File: src/cmp_pwm_params.svh
// Register offsets, field positions, reset values and timing constants
`ifndef CMP_PWM_PARAMS_SVH
`define CMP_PWM_PARAMS_SVH
// Register indices as printed; byte address is four times the index
`define IDX_FLAGS_ONE      8'h0c
`define IDX_T1_LOW         8'h0e
`define IDX_T1_HIGH        8'h0f
`define IDX_T1_CONTROL     8'h10
`define IDX_T2_COUNT       8'h11
`define IDX_T2_CONTROL     8'h12
`define IDX_CMP_LOW        8'h15
`define IDX_CMP_HIGH       8'h16
`define IDX_MATCH_CONTROL  8'h17
`define IDX_ENABLES_ONE    8'h8c
`define IDX_T2_PERIOD      8'h92
`define IDX_PIN_STATUS     8'h93
`define ADDR_BITS          10
// Flag bit positions
`define FLAG_T1_OVF        0
`define FLAG_T2_MATCH      1
`define FLAG_MATCH_EVENT   2
`define FLAGS_USED_MASK    8'h07
// Control fields
`define T1_ON_BIT          0
`define T2_ON_BIT          2
`define MODE_LSB           0
`define DUTY_LOW_LSB       4
// Reset values
`define RST_T2_PERIOD      8'hff
`define RST_ZERO           8'h00
// Prescale divisors minus one
`define PRE_DIV1           4'h0
`define PRE_DIV4           4'h3
`define PRE_DIV16          4'hf
`endif

File: src/cmp_pwm_pkg.sv
// Types for the compare and pulse unit
package cmp_pwm_pkg;
   typedef enum logic [3:0]
   {
      MODE_OFF     = 4'b0000,
      MODE_CMP_SET = 4'b1000,
      MODE_CMP_CLR = 4'b1001,
      MODE_CMP_SW  = 4'b1010,
      MODE_CMP_SPC = 4'b1011,
      MODE_PWM     = 4'b1100
   } match_mode_t;
   typedef logic [7:0]  byte_t;
   typedef logic [15:0] word16_t;
endpackage

File: src/prescale_tick.sv
// Programmable prescaler giving a one-cycle tick
`include "cmp_pwm_params.svh"
module prescale_tick
(
   input  wire logic        clk,
   input  wire logic        rst,
   input  wire logic        run,
   input  wire logic [1:0]  sel,
   output logic             tick
);
   logic [3:0] cnt_reg;
   logic [3:0] lim;
   always_comb
   begin
      case (sel)
         2'b00:   lim = `PRE_DIV1;
         2'b01:   lim = `PRE_DIV4;
         default: lim = `PRE_DIV16;
      endcase
   end
   always_ff @(posedge clk or posedge rst)
   begin
      if (rst)
         cnt_reg <= 4'h0;
      else if (!run || cnt_reg >= lim)
         cnt_reg <= 4'h0;
      else
         cnt_reg <= cnt_reg + 4'h1;
   end
   assign tick = run && (cnt_reg >= lim);
endmodule

File: src/duty_compare.sv
// Ten-bit duty comparator against the extended time base
module duty_compare
(
   input  wire logic [9:0] duty,
   input  wire logic [9:0] base,
   output logic            hit
);
   // Duty above the period never equals a reachable base, so no clear
   assign hit = (duty == base);
endmodule

File: src/compare_and_pwm_unit.sv
// Compare and pulse-width unit with AXI4-Lite register access
`include "cmp_pwm_params.svh"
module compare_and_pwm_unit
(
   input  wire logic                  MCLK,
   input  wire logic                  RST,
   input  wire logic [`ADDR_BITS-1:0] AWADDR,
   input  wire logic                  AWVALID,
   output logic                       AWREADY,
   input  wire logic [31:0]           WDATA,
   input  wire logic [3:0]            WSTRB,
   input  wire logic                  WVALID,
   output logic                       WREADY,
   output logic [1:0]                 BRESP,
   output logic                       BVALID,
   input  wire logic                  BREADY,
   input  wire logic [`ADDR_BITS-1:0] ARADDR,
   input  wire logic                  ARVALID,
   output logic                       ARREADY,
   output logic [31:0]                RDATA,
   output logic [1:0]                 RRESP,
   output logic                       RVALID,
   input  wire logic                  RREADY,
   input  wire logic                  CONV_ENABLED,
   output logic                       CONV_START,
   output logic                       MATCH_OUTPUT_PIN,
   output logic                       IRQ
);
   import cmp_pwm_pkg::*;

   ////////////////////////////////////////////////////////////////////////////
   logic                  aw_hold_reg;
   logic                  w_hold_reg;
   logic [`ADDR_BITS-1:0] awaddr_reg;
   logic [31:0]           wdata_reg;
   logic [3:0]            wstrb_reg;
   logic                  wr_go;
   logic [7:0]            wr_idx;
   logic [7:0]            wbyte;
   logic                  wr_hit;
   logic                  rd_hit;
   logic [7:0]            rd_idx;
   byte_t                 rd_val;
   byte_t                 flags_reg;
   byte_t                 enables_reg;
   word16_t               t1_reg;
   byte_t                 t1_ctrl_reg;
   byte_t                 t2_reg;
   byte_t                 t2_ctrl_reg;
   byte_t                 period_reg;
   word16_t               cmp_reg;
   byte_t                 ctrl_reg;
   logic [1:0]            t2_sub_reg;
   logic [7:0]            duty_hi_reg;
   logic [1:0]            duty_lo_reg;
   logic                  pin_reg;
   logic                  match;
   logic                  t2_tick;
   logic                  t2_period_hit;
   logic                  duty_hit;
   logic                  spc_clear;
   logic                  t1_ovf;
   match_mode_t           mode;
   logic                  cmp_mode;

   assign mode     = match_mode_t'(ctrl_reg[`MODE_LSB+3:`MODE_LSB]);
   assign cmp_mode = (ctrl_reg[3:2] == 2'b10);

   ////////////////////////////////////////////////////////////////////////////
   // Write channel: address and data accepted in either order
   assign wr_go  = aw_hold_reg && w_hold_reg && !BVALID;
   assign wr_idx = awaddr_reg[9:2];
   assign wbyte  = wdata_reg[7:0];
   assign wr_hit = wr_go && wstrb_reg[0];

   always_ff @(posedge MCLK or posedge RST)
   begin
      if (RST)
      begin
         aw_hold_reg <= 1'b0;
         w_hold_reg  <= 1'b0;
         awaddr_reg  <= '0;
         wdata_reg   <= 32'h0;
         wstrb_reg   <= 4'h0;
         AWREADY     <= 1'b0;
         WREADY      <= 1'b0;
         BVALID      <= 1'b0;
         BRESP       <= 2'b00;
      end
      else
      begin
         AWREADY <= !aw_hold_reg && !AWREADY && !BVALID;
         WREADY  <= !w_hold_reg && !WREADY && !BVALID;
         if (AWVALID && AWREADY)
         begin
            aw_hold_reg <= 1'b1;
            awaddr_reg  <= AWADDR;
         end
         if (WVALID && WREADY)
         begin
            w_hold_reg <= 1'b1;
            wdata_reg  <= WDATA;
            wstrb_reg  <= WSTRB;
         end
         if (wr_go)
         begin
            aw_hold_reg <= 1'b0;
            w_hold_reg  <= 1'b0;
            AWREADY     <= 1'b0;
            WREADY      <= 1'b0;
            BVALID      <= 1'b1;
            BRESP       <= (awaddr_reg[1:0] == 2'b00 && is_mapped(wr_idx)) ? 2'b00 : 2'b10;
         end
         else if (BVALID && BREADY)
            BVALID <= 1'b0;
      end
   end

   function automatic logic is_mapped(input logic [7:0] idx);
      case (idx)
         `IDX_FLAGS_ONE, `IDX_T1_LOW, `IDX_T1_HIGH, `IDX_T1_CONTROL, `IDX_T2_COUNT,
         `IDX_T2_CONTROL, `IDX_CMP_LOW, `IDX_CMP_HIGH, `IDX_MATCH_CONTROL,
         `IDX_ENABLES_ONE, `IDX_T2_PERIOD, `IDX_PIN_STATUS: is_mapped = 1'b1;
         default: is_mapped = 1'b0;
      endcase
   endfunction

   ////////////////////////////////////////////////////////////////////////////
   // Read channel: answer on the same edge that takes the address
   assign rd_idx = ARADDR[9:2];
   assign rd_hit = ARVALID && ARREADY;

   always_comb
   begin
      case (rd_idx)
         `IDX_FLAGS_ONE:     rd_val = flags_reg;
         `IDX_T1_LOW:        rd_val = t1_reg[7:0];
         `IDX_T1_HIGH:       rd_val = t1_reg[15:8];
         `IDX_T1_CONTROL:    rd_val = t1_ctrl_reg;
         `IDX_T2_COUNT:      rd_val = t2_reg;
         `IDX_T2_CONTROL:    rd_val = t2_ctrl_reg;
         `IDX_CMP_LOW:       rd_val = cmp_reg[7:0];
         `IDX_CMP_HIGH:      rd_val = cmp_reg[15:8];
         `IDX_MATCH_CONTROL: rd_val = ctrl_reg;
         `IDX_ENABLES_ONE:   rd_val = enables_reg;
         `IDX_T2_PERIOD:     rd_val = period_reg;
         `IDX_PIN_STATUS:    rd_val = {7'h00, pin_reg};
         default:            rd_val = 8'h00;
      endcase
   end

   always_ff @(posedge MCLK or posedge RST)
   begin
      if (RST)
      begin
         ARREADY <= 1'b0;
         RVALID  <= 1'b0;
         RDATA   <= 32'h0;
         RRESP   <= 2'b00;
      end
      else
      begin
         ARREADY <= !ARREADY && !RVALID && ARVALID;
         if (rd_hit)
         begin
            RVALID <= 1'b1;
            RDATA  <= {24'h0, rd_val};
            RRESP  <= (ARADDR[1:0] == 2'b00 && is_mapped(rd_idx)) ? 2'b00 : 2'b10;
         end
         else if (RVALID && RREADY)
            RVALID <= 1'b0;
      end
   end

   ////////////////////////////////////////////////////////////////////////////
   // Configuration registers
   always_ff @(posedge MCLK or posedge RST)
   begin
      if (RST)
      begin
         t1_ctrl_reg <= `RST_ZERO;
         t2_ctrl_reg <= `RST_ZERO;
         period_reg  <= `RST_T2_PERIOD;
         cmp_reg     <= 16'h0000;
         ctrl_reg    <= `RST_ZERO;
         enables_reg <= `RST_ZERO;
      end
      else if (wr_hit)
      begin
         case (wr_idx)
            `IDX_T1_CONTROL:    t1_ctrl_reg <= {1'b0, wbyte[6:0]};
            `IDX_T2_CONTROL:    t2_ctrl_reg <= {1'b0, wbyte[6:0]};
            `IDX_T2_PERIOD:     period_reg  <= wbyte;
            `IDX_CMP_LOW:       cmp_reg[7:0]  <= wbyte;
            `IDX_CMP_HIGH:      cmp_reg[15:8] <= wbyte;
            `IDX_MATCH_CONTROL: ctrl_reg    <= {2'b00, wbyte[5:0]};
            `IDX_ENABLES_ONE:   enables_reg <= wbyte & `FLAGS_USED_MASK;
            default:            ctrl_reg    <= ctrl_reg;
         endcase
      end
   end

   ////////////////////////////////////////////////////////////////////////////
   // Timer one, cleared by the special event
   assign match     = cmp_mode && (t1_reg == cmp_reg);
   assign spc_clear = match && (mode == MODE_CMP_SPC);
   assign t1_ovf    = t1_ctrl_reg[`T1_ON_BIT] && (t1_reg == 16'hffff) && !spc_clear;

   always_ff @(posedge MCLK or posedge RST)
   begin
      if (RST)
         t1_reg <= 16'h0000;
      else if (wr_hit && wr_idx == `IDX_T1_LOW)
         t1_reg[7:0] <= wbyte;
      else if (wr_hit && wr_idx == `IDX_T1_HIGH)
         t1_reg[15:8] <= wbyte;
      else if (spc_clear)
         t1_reg <= 16'h0000;
      else if (t1_ctrl_reg[`T1_ON_BIT])
         t1_reg <= t1_reg + 16'h0001;
   end

   always_ff @(posedge MCLK or posedge RST)
   begin
      if (RST)
         CONV_START <= 1'b0;
      else
         CONV_START <= spc_clear && CONV_ENABLED;
   end

   ////////////////////////////////////////////////////////////////////////////
   // Timer two time base with two extra fraction bits
   prescale_tick u_pre
   (
      .clk  (MCLK),
      .rst  (RST),
      .run  (t2_ctrl_reg[`T2_ON_BIT]),
      .sel  (t2_ctrl_reg[1:0]),
      .tick (t2_tick)
   );

   assign t2_period_hit = t2_tick && (t2_reg == period_reg) && (t2_sub_reg == 2'b11);

   always_ff @(posedge MCLK or posedge RST)
   begin
      if (RST)
      begin
         t2_reg     <= `RST_ZERO;
         t2_sub_reg <= 2'b00;
      end
      else if (wr_hit && wr_idx == `IDX_T2_COUNT)
      begin
         t2_reg     <= wbyte;
         t2_sub_reg <= 2'b00;
      end
      else if (t2_period_hit)
      begin
         t2_reg     <= 8'h00;
         t2_sub_reg <= 2'b00;
      end
      else if (t2_tick)
         {t2_reg, t2_sub_reg} <= {t2_reg, t2_sub_reg} + 10'h001;
   end

   // Duty is latched at each period boundary so a cycle is never torn
   always_ff @(posedge MCLK or posedge RST)
   begin
      if (RST)
      begin
         duty_hi_reg <= 8'h00;
         duty_lo_reg <= 2'b00;
      end
      else if (t2_period_hit || mode != MODE_PWM)
      begin
         duty_hi_reg <= cmp_reg[7:0];
         duty_lo_reg <= ctrl_reg[`DUTY_LOW_LSB+1:`DUTY_LOW_LSB];
      end
   end

   // Next base value, so the pin drops on the edge the match begins, not one step late
   duty_compare u_duty
   (
      .duty (({duty_hi_reg, duty_lo_reg})),
      .base ({t2_reg, t2_sub_reg} + 10'h001),
      .hit  (duty_hit)
   );

   ////////////////////////////////////////////////////////////////////////////
   // Output latch
   always_ff @(posedge MCLK or posedge RST)
   begin
      if (RST)
         pin_reg <= 1'b0;
      else if (wr_hit && wr_idx == `IDX_MATCH_CONTROL && wbyte == 8'h00)
         pin_reg <= 1'b0;
      else if (mode == MODE_PWM)
      begin
         if (t2_period_hit)
            pin_reg <= (({duty_hi_reg, duty_lo_reg}) != 10'h000);
         else if (duty_hit && t2_tick)
            pin_reg <= 1'b0;
      end
      else if (match && mode == MODE_CMP_SET)
         pin_reg <= 1'b1;
      else if (match && mode == MODE_CMP_CLR)
         pin_reg <= 1'b0;
   end
   assign MATCH_OUTPUT_PIN = pin_reg;

   ////////////////////////////////////////////////////////////////////////////
   // Sticky flags: hardware set wins over write-one clear
   always_ff @(posedge MCLK or posedge RST)
   begin
      if (RST)
         flags_reg <= `RST_ZERO;
      else
      begin
         if (wr_hit && wr_idx == `IDX_FLAGS_ONE)
            flags_reg <= flags_reg & ~wbyte;
         if (match)
            flags_reg[`FLAG_MATCH_EVENT] <= 1'b1;
         if (t1_ovf)
            flags_reg[`FLAG_T1_OVF] <= 1'b1;
         if (t2_period_hit)
            flags_reg[`FLAG_T2_MATCH] <= 1'b1;
      end
   end

   always_ff @(posedge MCLK or posedge RST)
   begin
      if (RST)
         IRQ <= 1'b0;
      else
         IRQ <= |(flags_reg & enables_reg);
   end

   ////////////////////////////////////////////////////////////////////////////
   // Checks
   a_match_flag: assert property (@(posedge MCLK) disable iff (RST)
      match |=> flags_reg[`FLAG_MATCH_EVENT])
      else $error("match flag not set");
   a_pin_high: assert property (@(posedge MCLK) disable iff (RST)
      (match && mode == MODE_CMP_SET && !wr_hit) |=> pin_reg)
      else $error("pin not driven high");
   a_pin_low: assert property (@(posedge MCLK) disable iff (RST)
      (match && mode == MODE_CMP_CLR) |=> !pin_reg)
      else $error("pin not driven low");
   a_sw_keep: assert property (@(posedge MCLK) disable iff (RST)
      (mode == MODE_CMP_SW && !wr_hit) |=> $stable(pin_reg))
      else $error("software mode moved pin");
   a_spc_clear: assert property (@(posedge MCLK) disable iff (RST)
      (spc_clear && !wr_hit) |=> (t1_reg == 16'h0000))
      else $error("timer one not cleared");
   a_spc_noovf: assert property (@(posedge MCLK) disable iff (RST)
      (spc_clear && !flags_reg[`FLAG_T1_OVF]) |=> !flags_reg[`FLAG_T1_OVF])
      else $error("special event set overflow");
   a_zero_ctrl: assert property (@(posedge MCLK) disable iff (RST)
      (wr_hit && wr_idx == `IDX_MATCH_CONTROL && wbyte == 8'h00) |=> !pin_reg)
      else $error("latch not cleared");
   a_conv_start: assert property (@(posedge MCLK) disable iff (RST)
      (spc_clear && CONV_ENABLED) |=> CONV_START)
      else $error("conversion not started");
   a_long_duty: assert property (@(posedge MCLK) disable iff (RST)
      (mode == MODE_PWM && pin_reg && {duty_hi_reg, duty_lo_reg} > {period_reg, 2'b11}
       && !t2_period_hit && !wr_hit) |=> pin_reg)
      else $error("pin cleared with long duty");
   a_period_rst: assert property (@(posedge MCLK) disable iff (RST)
      (t2_period_hit && !wr_hit) |=> (t2_reg == 8'h00))
      else $error("timer two not restarted");
   c_match: cover property (@(posedge MCLK) disable iff (RST) match);
   c_spc: cover property (@(posedge MCLK) disable iff (RST) spc_clear);
   c_pwm_cycle: cover property (@(posedge MCLK) disable iff (RST) t2_period_hit && mode == MODE_PWM);
endmodule

File: config.mk
export PLATFORM = sky130hd
export DESIGN_NAME = compare_and_pwm_unit
export DESIGN_NICKNAME = d
export VERILOG_FILES = /design/src/cmp_pwm_pkg.sv /design/src/prescale_tick.sv /design/src/duty_compare.sv /design/src/compare_and_pwm_unit.sv
export VERILOG_INCLUDE_DIRS = /design/src
export SDC_FILE = /design/constraint.sdc
export NUM_CORES = 1
export LEC_CHECK = 0
export ABC_AREA = 1
export BUFFER_PORTS_ARGS = -buffer_cell sky130_fd_sc_hd__clkbuf_2
export CORE_ASPECT_RATIO = 1.25
export CORE_MARGIN = 2
export CORE_UTILIZATION = 50
export CTS_CLUSTER_SIZE = 14
export DETAILED_ROUTE_END_ITERATION = 8
export GPL_TIMING_DRIVEN = 0
export PLACE_DENSITY = 0.8
export SLEW_MARGIN = 25
export SYNTH_ARGS = -nofsm -noshare
export SYNTH_HDL_FRONTEND = slang
export SYNTH_SLANG_ARGS = --single-unit
File: constraint.sdc
create_clock -name MCLK -period 10.05 [get_ports MCLK]
set_input_delay 2.01 -clock MCLK [delete_from_list [all_inputs] [get_ports MCLK]]
set_output_delay 2.01 -clock MCLK [all_outputs]
set_load 0.02 [all_outputs]
==> results of run 1 <==
cell usage in the layout (no fill, tap or decap), types with 3 or more instances in the layout:
cell,instances
clkbuf_2,56
dfstp_2,8
o21ai_1,9
inv_1,125
nand4_1,16
nor2_2,5
conb_1,26
nor3_1,24
o21a_1,4
nor4_1,3
clkinvlp_4,5
clkbuf_16,17
xnor2_1,3
a21oi_1,8
o221ai_1,9
inv_2,6
dfrtp_1,126
nand3_2,3
xor2_1,18
a211oi_1,8
nand2_1,361
clkbuf_1,7
nor2_1,99
nand2_4,3
inv_6,4
or2_2,3
o22ai_1,8
nand2_2,4
nand3_1,72
o21ai_0,100
buf_4,28
ha_1,7
buf_2,9
metal layers:
metal / up-vias / global-route usage, % / routed length, um
li1: 3693 / - / -
met1: 3472 / 34.8 / 8940
met2: 307 / 48.9 / 11100
met3: 81 / 6.12 / 1580
met4: 0 / 16.2 / 1330
met5: - / 0 / 0
final cells by class:
class	count	share of cell area (%)
Tap cell	212	2.91
Multi-Input combinational cell	810	41.7
Timing Repair Buffer	54	3.21
Inverter	133	5.55
Clock buffer	20	5.00
Buffer	46	3.21
Sequential cell	134	36.8
Clock inverter	12	1.55
power by group:
part | internal, mW | switching, mW | total [mW] | leakage (nW)
Sequential | 0.616 | 0.0934 | 0.710 | 1.79
Combinational | 0.115 | 0.291 | 0.406 | 2.57
Clock | 0.381 | 0.247 | 0.628 | 0.276
Total | 1.11 | 0.631 | 1.74 | 4.64
synth_stat cells, types with 2 or more instances:
| master | count | area share, % |
|---|---|---|
| a211oi_1 | 8 | 0.76 |
| a21oi_1 | 8 | 0.51 |
| a31oi_1 | 2 | 0.16 |
| buf_2 | 9 | 0.57 |
| buf_4 | 28 | 2.7 |
| clkbuf_1 | 6 | 0.29 |
| clkbuf_2 | 3 | 0.19 |
| dfrtp_1 | 126 | 40 |
| dfstp_2 | 8 | 2.7 |
| ha_1 | 7 | 1.1 |
| inv_1 | 126 | 6.0 |
| inv_2 | 6 | 0.29 |
| nand2_1 | 361 | 17 |
| nand2_2 | 4 | 0.32 |
| nand2_4 | 3 | 0.43 |
| nand3_1 | 72 | 4.6 |
| nand3_2 | 3 | 0.38 |
| nand4_1 | 16 | 1.3 |
| nor2_1 | 99 | 4.7 |
| nor2_2 | 5 | 0.40 |
| nor3_1 | 24 | 1.5 |
| nor3b_1 | 2 | 0.19 |
| nor4_1 | 3 | 0.24 |
| o21a_1 | 4 | 0.38 |
| o21ai_0 | 100 | 6.4 |
| o21ai_1 | 9 | 0.57 |
| o221ai_1 | 9 | 1.0 |
| o22ai_1 | 8 | 0.64 |
| or2_2 | 3 | 0.24 |
| xnor2_1 | 3 | 0.33 |
| xor2_1 | 18 | 2.0 |
cells by family after synthesis:
kind of cell | synth area share [%]
AOI/OAI and AO/OA | 10.7
and+or+nand+nor | 32.9
buffers and inverters | 10.1
xor gates and xnor gates | 2.34
other | 0.0476
DFF | 42.7
adders and majority gates | 1.11
muxes | 0.143
worst min path at each step:
stage	startpoint	cells after the start	slack, ns	endpoint
after floorplan	awaddr_reg[0]$_DFFE_PP0P_	2	0.45	awaddr_reg[0]$_DFFE_PP0P_
final	RVALID$_DFFE_PP0P_	1	0.46	ARREADY$_DFF_PP0_
after global placement	WREADY$_DFF_PP0_	1	0.44	WREADY$_DFF_PP0_
after detailed placement	RVALID$_DFFE_PP0P_	1	0.46	ARREADY$_DFF_PP0_
after global routing	RVALID$_DFFE_PP0P_	1	0.50	ARREADY$_DFF_PP0_
after CTS	RVALID$_DFFE_PP0P_	1	0.46	ARREADY$_DFF_PP0_
through the flow:
step | instances | setup slack (ns)
after floorplan | 1123 | 4.47
after global placement | 1388 | 3.04
after detailed placement | 1389 | 6.42
after CTS | 1421 | 6.85
after global routing | 1421 | 6.66
final | 1421 | 6.81
worst max-delay path: cells and delay by family:
family	cells	cell delay [ns]
compound gates	1	0.12
simple gates	8	1.17
buf+inv	3	0.31
==> run_results.csv, run 1 <==
group,metric,value,unit
clock_tree,insertion_delay,0.43,ns
min_path,hp-class,"flip-flop to flip-flop",
setup_path,critical_path_class,"primary input to flip-flop",
floorplan,core_area,0.0155,mm2
synth,yosysWarnings,0,
sta,worst_hold_slack,0.460,ns
sta,fmaxAchievable,0.308,GHz
placed_design,portBuffers,53,
clock_tree,clock_path_buffers,2,
setup_path,cpMaxStageDelayCell,"nor3_1",
finish,area_delta_synth_final,16.0,%
run,drv_cap,0,
synth,syn_area_per_cell,7.17,um2
synth,synthesis.area,0.00787,mm2
clock_tree,htreeDepth,4,
route,num_vias,7553,
sta,hold_viol,0,
setup_path,r2r_cells,13,
route,drt_iter0_drc,724,
synth,ys_types,46,
clock_tree,post_cts_buffers,0,
sta,maxSlewHeadroom,60.7,%
floorplan,pin_count,108,
setup_path,path_cells,"clkbuf_2 -> inv_1 -> nand2_1 -> nor3_1 -> inv_1 -> nor2_2 -> nand2_1 -> o21ai_0 -> nor3_1 -> nand2_1 -> nand2_1 -> nand2_1",
pwr,fin_total_pwr,1.74,mW
floorplan,dieArea,0.0168,mm2
floorplan,die_h,144,um
global_routing,grt_antenna_before_repair,0,
clock_tree,cts_tree,"built",
finish,stdcell_area,0.00913,mm2
synth,synth_seq_cells,134,
placed_design,placed_area,0.00853,mm2
route,routed_wl,23.0,mm
setup_path,r2r_start,"t2_ctrl_reg[0]$_DFFE_PP0P_",
setup_path,r2r-end,"duty_hi_reg[4]$_DFFE_PP0P_",
pwr,power.density,191,mW/mm2
setup_path,reg2reg_slack,7.90,ns
sta,finClkSkew,0.00756,ns
finish,fill_cells,1425,
finish,final_util,58.9,%
global_routing,grt_max_degree,72,
route,viasPerCell,5.32,
clock_tree,cts_buffers,17,
route,ant_nets,0,
route,drc,0,
sta,fin_tns_setup,0,ns
finish,regArea,0.00336,mm2
synth,synthCells,1098,
synth,ys.flop_type,"dfrtp_1",
global_routing,overflow,0,
synth,ys_async_sr_fraction,100,%
sta,final-setup-viol-count,0,
route,first_pass_iters,7,
global_routing,grt_pass1_vias,7024,
pwr,power_leakage,4.64,nW
sta,slew_viol_final,0,
placed_design,gp_congestion,1.01,
clock_tree,ctsRootBufferMaster,"clkbuf_16",
setup_path,cp_max_fo,8,
clock_tree,cts_sinks,134,
floorplan,fp-row-count,51,
finish,layout-drive-gt1-share,13.8,%
setup_path,arrival,3.61,ns
synth,ys_seq_area_share,42.7,%
floorplan,die_w,116,um
finish,multi_input_area,0.00381,mm2
synth,synth-edff-count,0,
clock_tree,cts_hold_buf,0,
sta,fin_crit_sh,32.3,%
sta,layout_min_cycle_time,3.24,ns
finish,final_nets,1267,
setup_path,slowest_delay,0.36,ns
setup_path,cp-startpoint,"ARADDR[5]",
setup_path,start_kind,"primary input",
global_routing,grtUsageTotal,29.2,%
setup_path,worst_ep_required_time,10.42,ns
pwr,irDropWorstVdd,0.170,mV
sta,rsz0062_at_grt,"false",
clock_tree,path_clk_slew,0.06,ns
route,wl_per_cell,16.2,um
clock_tree,cts_resized,0,
setup_path,crit_path_end_kind,"flip-flop",
finish,insertedDiodeCount,0,
placed_design,dpl.hpwl,17.3,mm
floorplan,start_util,50.8,%
setup_path,endpoint,"RDATA[4]$_DFFE_PP0P_",
sta,tightest_slew,0.589,ns
outcome,outcome,"finished, final reports clean",
global_routing,grt_pass1_wl,36.6,mm
setup_path,crit_top_cell,"nand2_1",
(Power assumes the default switching activity.)
==> inputs of run 2 (changes only) <==
--- a/config.mk
+++ b/config.mk
@@ -6,7 +6,7 @@
 export SDC_FILE = /design/constraint.sdc
 export NUM_CORES = 1
 export LEC_CHECK = 0
-export ABC_AREA = 1
+export ABC_AREA = 0
 export BUFFER_PORTS_ARGS = -buffer_cell sky130_fd_sc_hd__clkbuf_2
 export CORE_ASPECT_RATIO = 1.25
 export CORE_MARGIN = 2
==> constraint.sdc (replaced) <==
create_clock -name MCLK -period 3.4 [get_ports MCLK]
set_input_delay 0.68 -clock MCLK [delete_from_list [all_inputs] [get_ports MCLK]]
set_output_delay 0.68 -clock MCLK [all_outputs]
set_load 0.02 [all_outputs]
==> run 2 against run 1 <==
  * Synthesized cell count down 31%
  * Via count down 16%
  * Hold slack worse by 0.13 ns
  * Power rose to 3.0 times the previous value
  * Non-clock buffer count up 31
  * Clock power rose to 3.0 times the previous value
  * Area after synthesis down 1.1%
  * Die area down 1.1%
  * Count of clock-buffer cells in the layout unchanged
  * Global-route usage down 2.5 points
  * Final cell count down 24%
  * Critical path type is now flip-flop to flip-flop
  * Largest power group unchanged
==> run_results.csv, run 2 <==
group,metric,value,unit
finish,final_cell_mix,"126 x dfrtp_1, 76 x mux2_2, 61 x nand2_1",
synth,yosysWarnings,0,
synth,ys.flop_type,"dfrtp_1",
route,first_pass_iters,5,
setup_path,crit_path_end_kind,"flip-flop",
pwr,pwr-share-clk,35.3,%
route,wl_per_cell,19.7,um
pwr,power.density,579,mW/mm2
clock_tree,cts_tree,"built",
setup_path,reg2reg_slack,0.60,ns
clock_tree,path_clk_slew,0.06,ns
clock_tree,cts_buffers,17,
outcome,outcome,"finished, final reports clean",
pwr,power_leakage,4.20,nW
setup_path,cp-startpoint,"t2_ctrl_reg[0]$_DFFE_PP0P_",
floorplan,fp-row-count,51,
route,num_vias,6327,
synth,synth_seq_cells,134,
placed_design,dp_slack,0.625,ns
finish,final_util,59.1,%
sta,fin_crit_sh,82.2,%
setup_path,r2r_start,"t2_ctrl_reg[0]$_DFFE_PP0P_",
finish,final_nets,925,
clock_tree,cts_resized,0,
synth,ys_types,79,
sta,final-setup-viol-count,0,
sta,layout_min_cycle_time,2.80,ns
route,ant_nets,0,
clock_tree,ctsRootBufferMaster,"clkbuf_16",
synth,synthCells,754,
setup_path,arrival,3.09,ns
setup_path,cp_max_fo,10,
route,routed_wl,21.2,mm
global_routing,grtUsageTotal,26.6,%
global_routing,overflow,0,
synth,yosys.area.top_type_share,40.5,%
global_routing,grt_pass1_vias,6146,
clock_tree,post_cts_buffers,0,
placed_design,portBuffers,52,
pwr,irDropWorstVdd,0.414,mV
setup_path,start_kind,"flip-flop",
pwr,sequentialPowerShare,40.2,%
clock_tree,insertion_delay,0.42,ns
finish,final_common_cell,"dfrtp_1",
floorplan,pin_count,108,
pwr,p_sw,1.76,mW
pwr,swShare,33.4,%
floorplan,die_h,143,um
placed_design,dpl.hpwl,15.6,mm
synth,synth_common_cells,"126 x dfrtp_1, 76 x mux2_2, 61 x nand2_1, 46 x nor2_1",
floorplan,core_area,0.0154,mm2
synth,synth-edff-count,0,
finish,insertedDiodeCount,0,
route,viasPerCell,5.86,
sta,maxSlewHeadroom,43.2,%
floorplan,die_w,116,um
route,drt_iter0_drc,479,
synth,ys_seq_area_share,43.2,%
synth,ys_async_sr_fraction,100,%
run,drv_cap,0,
synth,syn_area_per_cell,10.3,um2
floorplan,dieArea,0.0166,mm2
sta,fmaxAchievable,0.358,GHz
sta,slew_viol_final,0,
min_path,hp-class,"primary input to asynchronous set/reset pin",
global_routing,grt_pass1_wl,33.3,mm
clock_tree,cts_sinks,134,
finish,fill_cells,1299,
setup_path,worst_ep_required_time,3.70,ns
placed_design,placed_area,0.00849,mm2
setup_path,critical_path_class,"flip-flop to flip-flop",
sta,worst_slack,0.605,ns
pwr,pwr-share-comb,24.5,%
global_routing,grt_antenna_before_repair,0,
synth,yosysTopAreaCell,"dfrtp_1",
sta,finClkSkew,0.00999,ns
clock_tree,clock_path_buffers,2,
synth,yosysMostFrequentCell,"dfrtp_1",
pwr,p_int,3.51,mW
finish,stdcell_area,0.00909,mm2
finish,layout-drive-gt1-share,29.0,%
global_routing,grt_max_degree,34,
sta,fin_tns_setup,0,ns
floorplan,start_util,50.6,%
placed_design,gp_congestion,0.967,
finish,area_delta_synth_final,16.7,%
sta,rsz0062_at_grt,"false",
synth,synthesis.area,0.00778,mm2
sta,hold_viol,0,
route,drc,0,
sta,tightest_slew,0.852,ns
synth,synthTopCellsByArea,"dfrtp_1 41%, mux2_2 11%, nand2_1 2.9%, buf_4 2.8%, dfstp_2 2.7%",
clock_tree,htreeDepth,4,
clock_tree,cts_hold_buf,0,
## run 2: critical path, stage by stage (launching register included)
cell      delay [ns]
dfrtp_1         0.40
or2_2           0.32
ha_1            0.27
nand2b_1        0.14
a2111o_1        0.41
o211ai_1        0.26
nand2b_1        0.21
nand2b_1        0.12
buf_4           0.21
mux2_1          0.32
## run 2: routing by layer
layer	global-route usage [%]	up-vias	part of all wire [%]
li1	-	2911	-
met1	32.7	3109	40
met2	44.9	231	50
met3	4.93	76	5.0
met4	12.8	0	4.7
met5	0	-	0
## run 2: final timing paths
kind	endpoint	cells after the start
max in group asynchronous	period_reg[7]$_DFFE_PP1P_	5
min in group MCLK	RVALID$_DFFE_PP0P_	2
worst max register to register	duty_lo_reg[1]$_DFFE_PP0P_	9
worst max-delay path	duty_lo_reg[1]$_DFFE_PP0P_	9
worst min register to register	ARREADY$_DFF_PP0_	1
worst min-delay path	t1_reg[1]$_DFFE_PP0P_	2
## run 2: power groups by stage
stage	Combinational (mW)	Clock, mW	Sequential, mW
after global routing	1.39	1.95	2.14
after global placement	1.22	0	2.12
after CTS	1.28	1.88	2.10
after detailed placement	1.27	0	2.13
after floorplan	0.882	0	2.06
final	1.29	1.86	2.12
## run 2: kinds of logic (layout without fill, tap and decap cells)
group / Yosys count / after routing / share of synthesized area (%)
muxes: 92 / 92 / 13.3
and+or+nand+nor: 231 / 231 / 16.0
other: 1 / 26 / 0.0482
adders and majority gates: 7 / 7 / 1.13
buffers and inverters: 90 / 178 / 6.62
xor gates and xnor gates: 40 / 40 / 4.50
AOI/OAI and AO/OA: 159 / 159 / 15.1
DFF: 134 / 134 / 43.2
## run 2: area by class of cell
class | instances | area [um2] | share of cell area (%)
Clock buffer | 20 | 437 | 4.81
Buffer | 75 | 459 | 5.05
Timing Repair Buffer | 56 | 348 | 3.83
Clock inverter | 12 | 155 | 1.71
Multi-Input combinational cell | 555 | 4000 | 44.0
Tap cell | 212 | 265 | 2.92
Sequential cell | 134 | 3360 | 37.0
Inverter | 15 | 60.1 | 0.661
## run 2: through the flow
step	hold slack (ns)	total power, mW	instances
after detailed placement	0.459	3.40	1047
after global placement	0.451	3.34	1043
after floorplan	0.428	2.94	779
final	0.333	5.26	1079
after CTS	0.350	5.26	1079
after global routing	0.385	5.48	1079
==> inputs of run 3 (changes only) <==
==> constraint.sdc (replaced) <==
create_clock -name MCLK -period 2.8 [get_ports MCLK]
set_input_delay 0.56 -clock MCLK [delete_from_list [all_inputs] [get_ports MCLK]]
set_output_delay 0.56 -clock MCLK [all_outputs]
set_load 0.02 [all_outputs]
==> run 3 against run 2 <==
  * Count of clock-buffer cells in the layout did not move
  * Utilization rose by 0.37 points
  * Final cell count rose by 0.37%
  * Via count rose by 0.57%
  * Power rose by 22%
  * Non-clock buffer count rose by 4
  * Sequential power rose by 21%
  * Critical endpoint unchanged
==> run_results.csv, run 3 (same netlist as run 2, synthesis figures left out) <==
group,metric,value,unit
setup_path,start_kind,"flip-flop",
floorplan,pin_count,108,
clock_tree,cts_buffers,17,
clock_tree,insertion_delay,0.43,ns
sta,hold_viol,0,
setup_path,r2r_cells,9,
run,drv_cap,0,
route,routed_wl,21.3,mm
clock_tree,ctsRootBufferMaster,"clkbuf_16",
setup_path,arrival,2.99,ns
finish,layout-drive-gt1-share,29.7,%
floorplan,start_util,50.6,%
placed_design,portBuffers,52,
clock_tree,clock_path_buffers,2,
floorplan,die_h,143,um
floorplan,die_w,116,um
sta,slew_viol_final,0,
route,ant_nets,0,
placed_design,dp_slack,0.0251,ns
outcome,outcome,"finished, final reports clean",
sta,finClkSkew,0.00951,ns
pwr,fin_total_pwr,6.41,mW
finish,final_cell_mix,"126 x dfrtp_1, 76 x mux2_2, 61 x nand2_1",
setup_path,r2r_start,"t2_ctrl_reg[0]$_DFFE_PP0P_",
route,num_vias,6363,
setup_path,critical_path_class,"flip-flop to flip-flop",
floorplan,dieArea,0.0166,mm2
setup_path,endpoint,"duty_lo_reg[1]$_DFFE_PP0P_",
placed_design,dpl.hpwl,15.6,mm
route,drc,0,
route,first_pass_iters,5,
global_routing,grt_max_degree,34,
floorplan,fp-row-count,51,
setup_path,crit_path_end_kind,"flip-flop",
setup_path,worst_ep_required_time,3.10,ns
min_path,hp-class,"primary input to asynchronous set/reset pin",
sta,final-setup-viol-count,0,
sta,tightest_slew,0.882,ns
setup_path,r2r-end,"duty_lo_reg[1]$_DFFE_PP0P_",
clock_tree,cts_sinks,134,
sta,layout_min_cycle_time,2.68,ns
global_routing,grt_antenna_before_repair,0,
global_routing,grtUsageTotal,26.6,%
setup_path,cp_max_fo,10,
setup_path,reg2reg_slack,0.12,ns
global_routing,grt_pass1_vias,6146,
clock_tree,cts_tree,"built",
finish,final_common_cell,"dfrtp_1",
pwr,power_leakage,4.24,nW
finish,area_delta_synth_final,17.5,%
global_routing,grt_pass1_wl,33.3,mm
sta,fmaxAchievable,0.373,GHz
route,drt_iter0_drc,458,
placed_design,gp_congestion,0.967,
sta,fin_crit_sh,95.8,%
clock_tree,htreeDepth,4,
pwr,irDropWorstVdd,0.503,mV
clock_tree,cts_hold_buf,0,
setup_path,cp-startpoint,"t2_ctrl_reg[0]$_DFFE_PP0P_",
sta,maxSlewHeadroom,41.2,%
finish,final_cells,1083,
clock_tree,path_clk_slew,0.06,ns
finish,final_nets,929,
sta,worst_slack,0.117,ns
floorplan,core_area,0.0154,mm2
placed_design,place_inst,1047,
route,viasPerCell,5.88,
global_routing,overflow,0,
finish,insertedDiodeCount,0,
route,wl_per_cell,19.7,um
pwr,power.density,701,mW/mm2
-- run 3: cell types whose count changed in the layout (fill, tap and decap cells not counted), sizes merged --
cell,change
buf,+4
-- run 3: worst max-delay path: stages (launching register included) --
cell,delay (ns)
dfrtp_1,0.37
or2_2,0.31
ha_1,0.27
nand2b_1,0.14
a2111o_1,0.41
o211ai_1,0.26
nand2b_4,0.26
nand2b_4,0.07
buf_6,0.15
mux2_1,0.31
-- run 3: worst min path at each step --
stage / start / end / slack (ns) / cells past startpoint
after global routing: RST / awaddr_reg[8]$_DFFE_PP0P_ / 0.27 / 2
final: RST / t1_reg[1]$_DFFE_PP0P_ / 0.21 / 2
after detailed placement: aw_hold_reg$_DFFE_PP0P_ / AWREADY$_DFF_PP0_ / 0.46 / 1
after floorplan: aw_hold_reg$_DFFE_PP0P_ / AWREADY$_DFF_PP0_ / 0.43 / 1
after CTS: RST / t1_reg[1]$_DFFE_PP0P_ / 0.23 / 2
after global placement: aw_hold_reg$_DFFE_PP0P_ / AWREADY$_DFF_PP0_ / 0.45 / 1
-- run 3: final cells by class --
type,count,area [um2]
clock buffers,20,437
fillers,1290,6230
well taps,212,265
clock inverters,12,155
flip-flops and latches,134,3360
inverters,15,60.1
plain buffers,75,464
repair buffers,60,378
multi-input cells,555,4020
-- run 3: stage by stage --
stage / TNS [ns] / cell area, um2 / hold slack, ns / utilization [%]
6_report: 0 / 9140 / 0.210 / 59.5
5_1_grt: -0.0257 / 9140 / 0.265 / 59.5
4_1_cts: 0 / 9090 / 0.230 / 59.1
3_5_place_dp: 0 / 8490 / 0.459 / 55.2
3_3_place_gp: -30.07 / 8410 / 0.451 / 54.7
2_1_floorplan: 0 / 7880 / 0.428 / -
-- run 3: per-layer routing --
layer | vias to the layer above | wire length, um | global-route usage (%)
met5 | - | 0 | 0
met1 | 3128 | 8430 | 32.7
met4 | 0 | 922 | 12.8
met2 | 249 | 10800 | 44.9
li1 | 2917 | - | -
met3 | 69 | 1140 | 4.93
-- run 3: where the power goes --
part | internal [mW] | total [mW] | switching, mW
combinational | 0.620 | 1.58 | 0.964
sequential | 2.24 | 2.57 | 0.327
clock | 1.40 | 2.26 | 0.857
-- run 3: what timing repair did --
item,CTS,global route
setup buffers,0,4
resized for setup,0,6
endpoints found under the hold margin,0,0
setup endpoints to repair,0,16
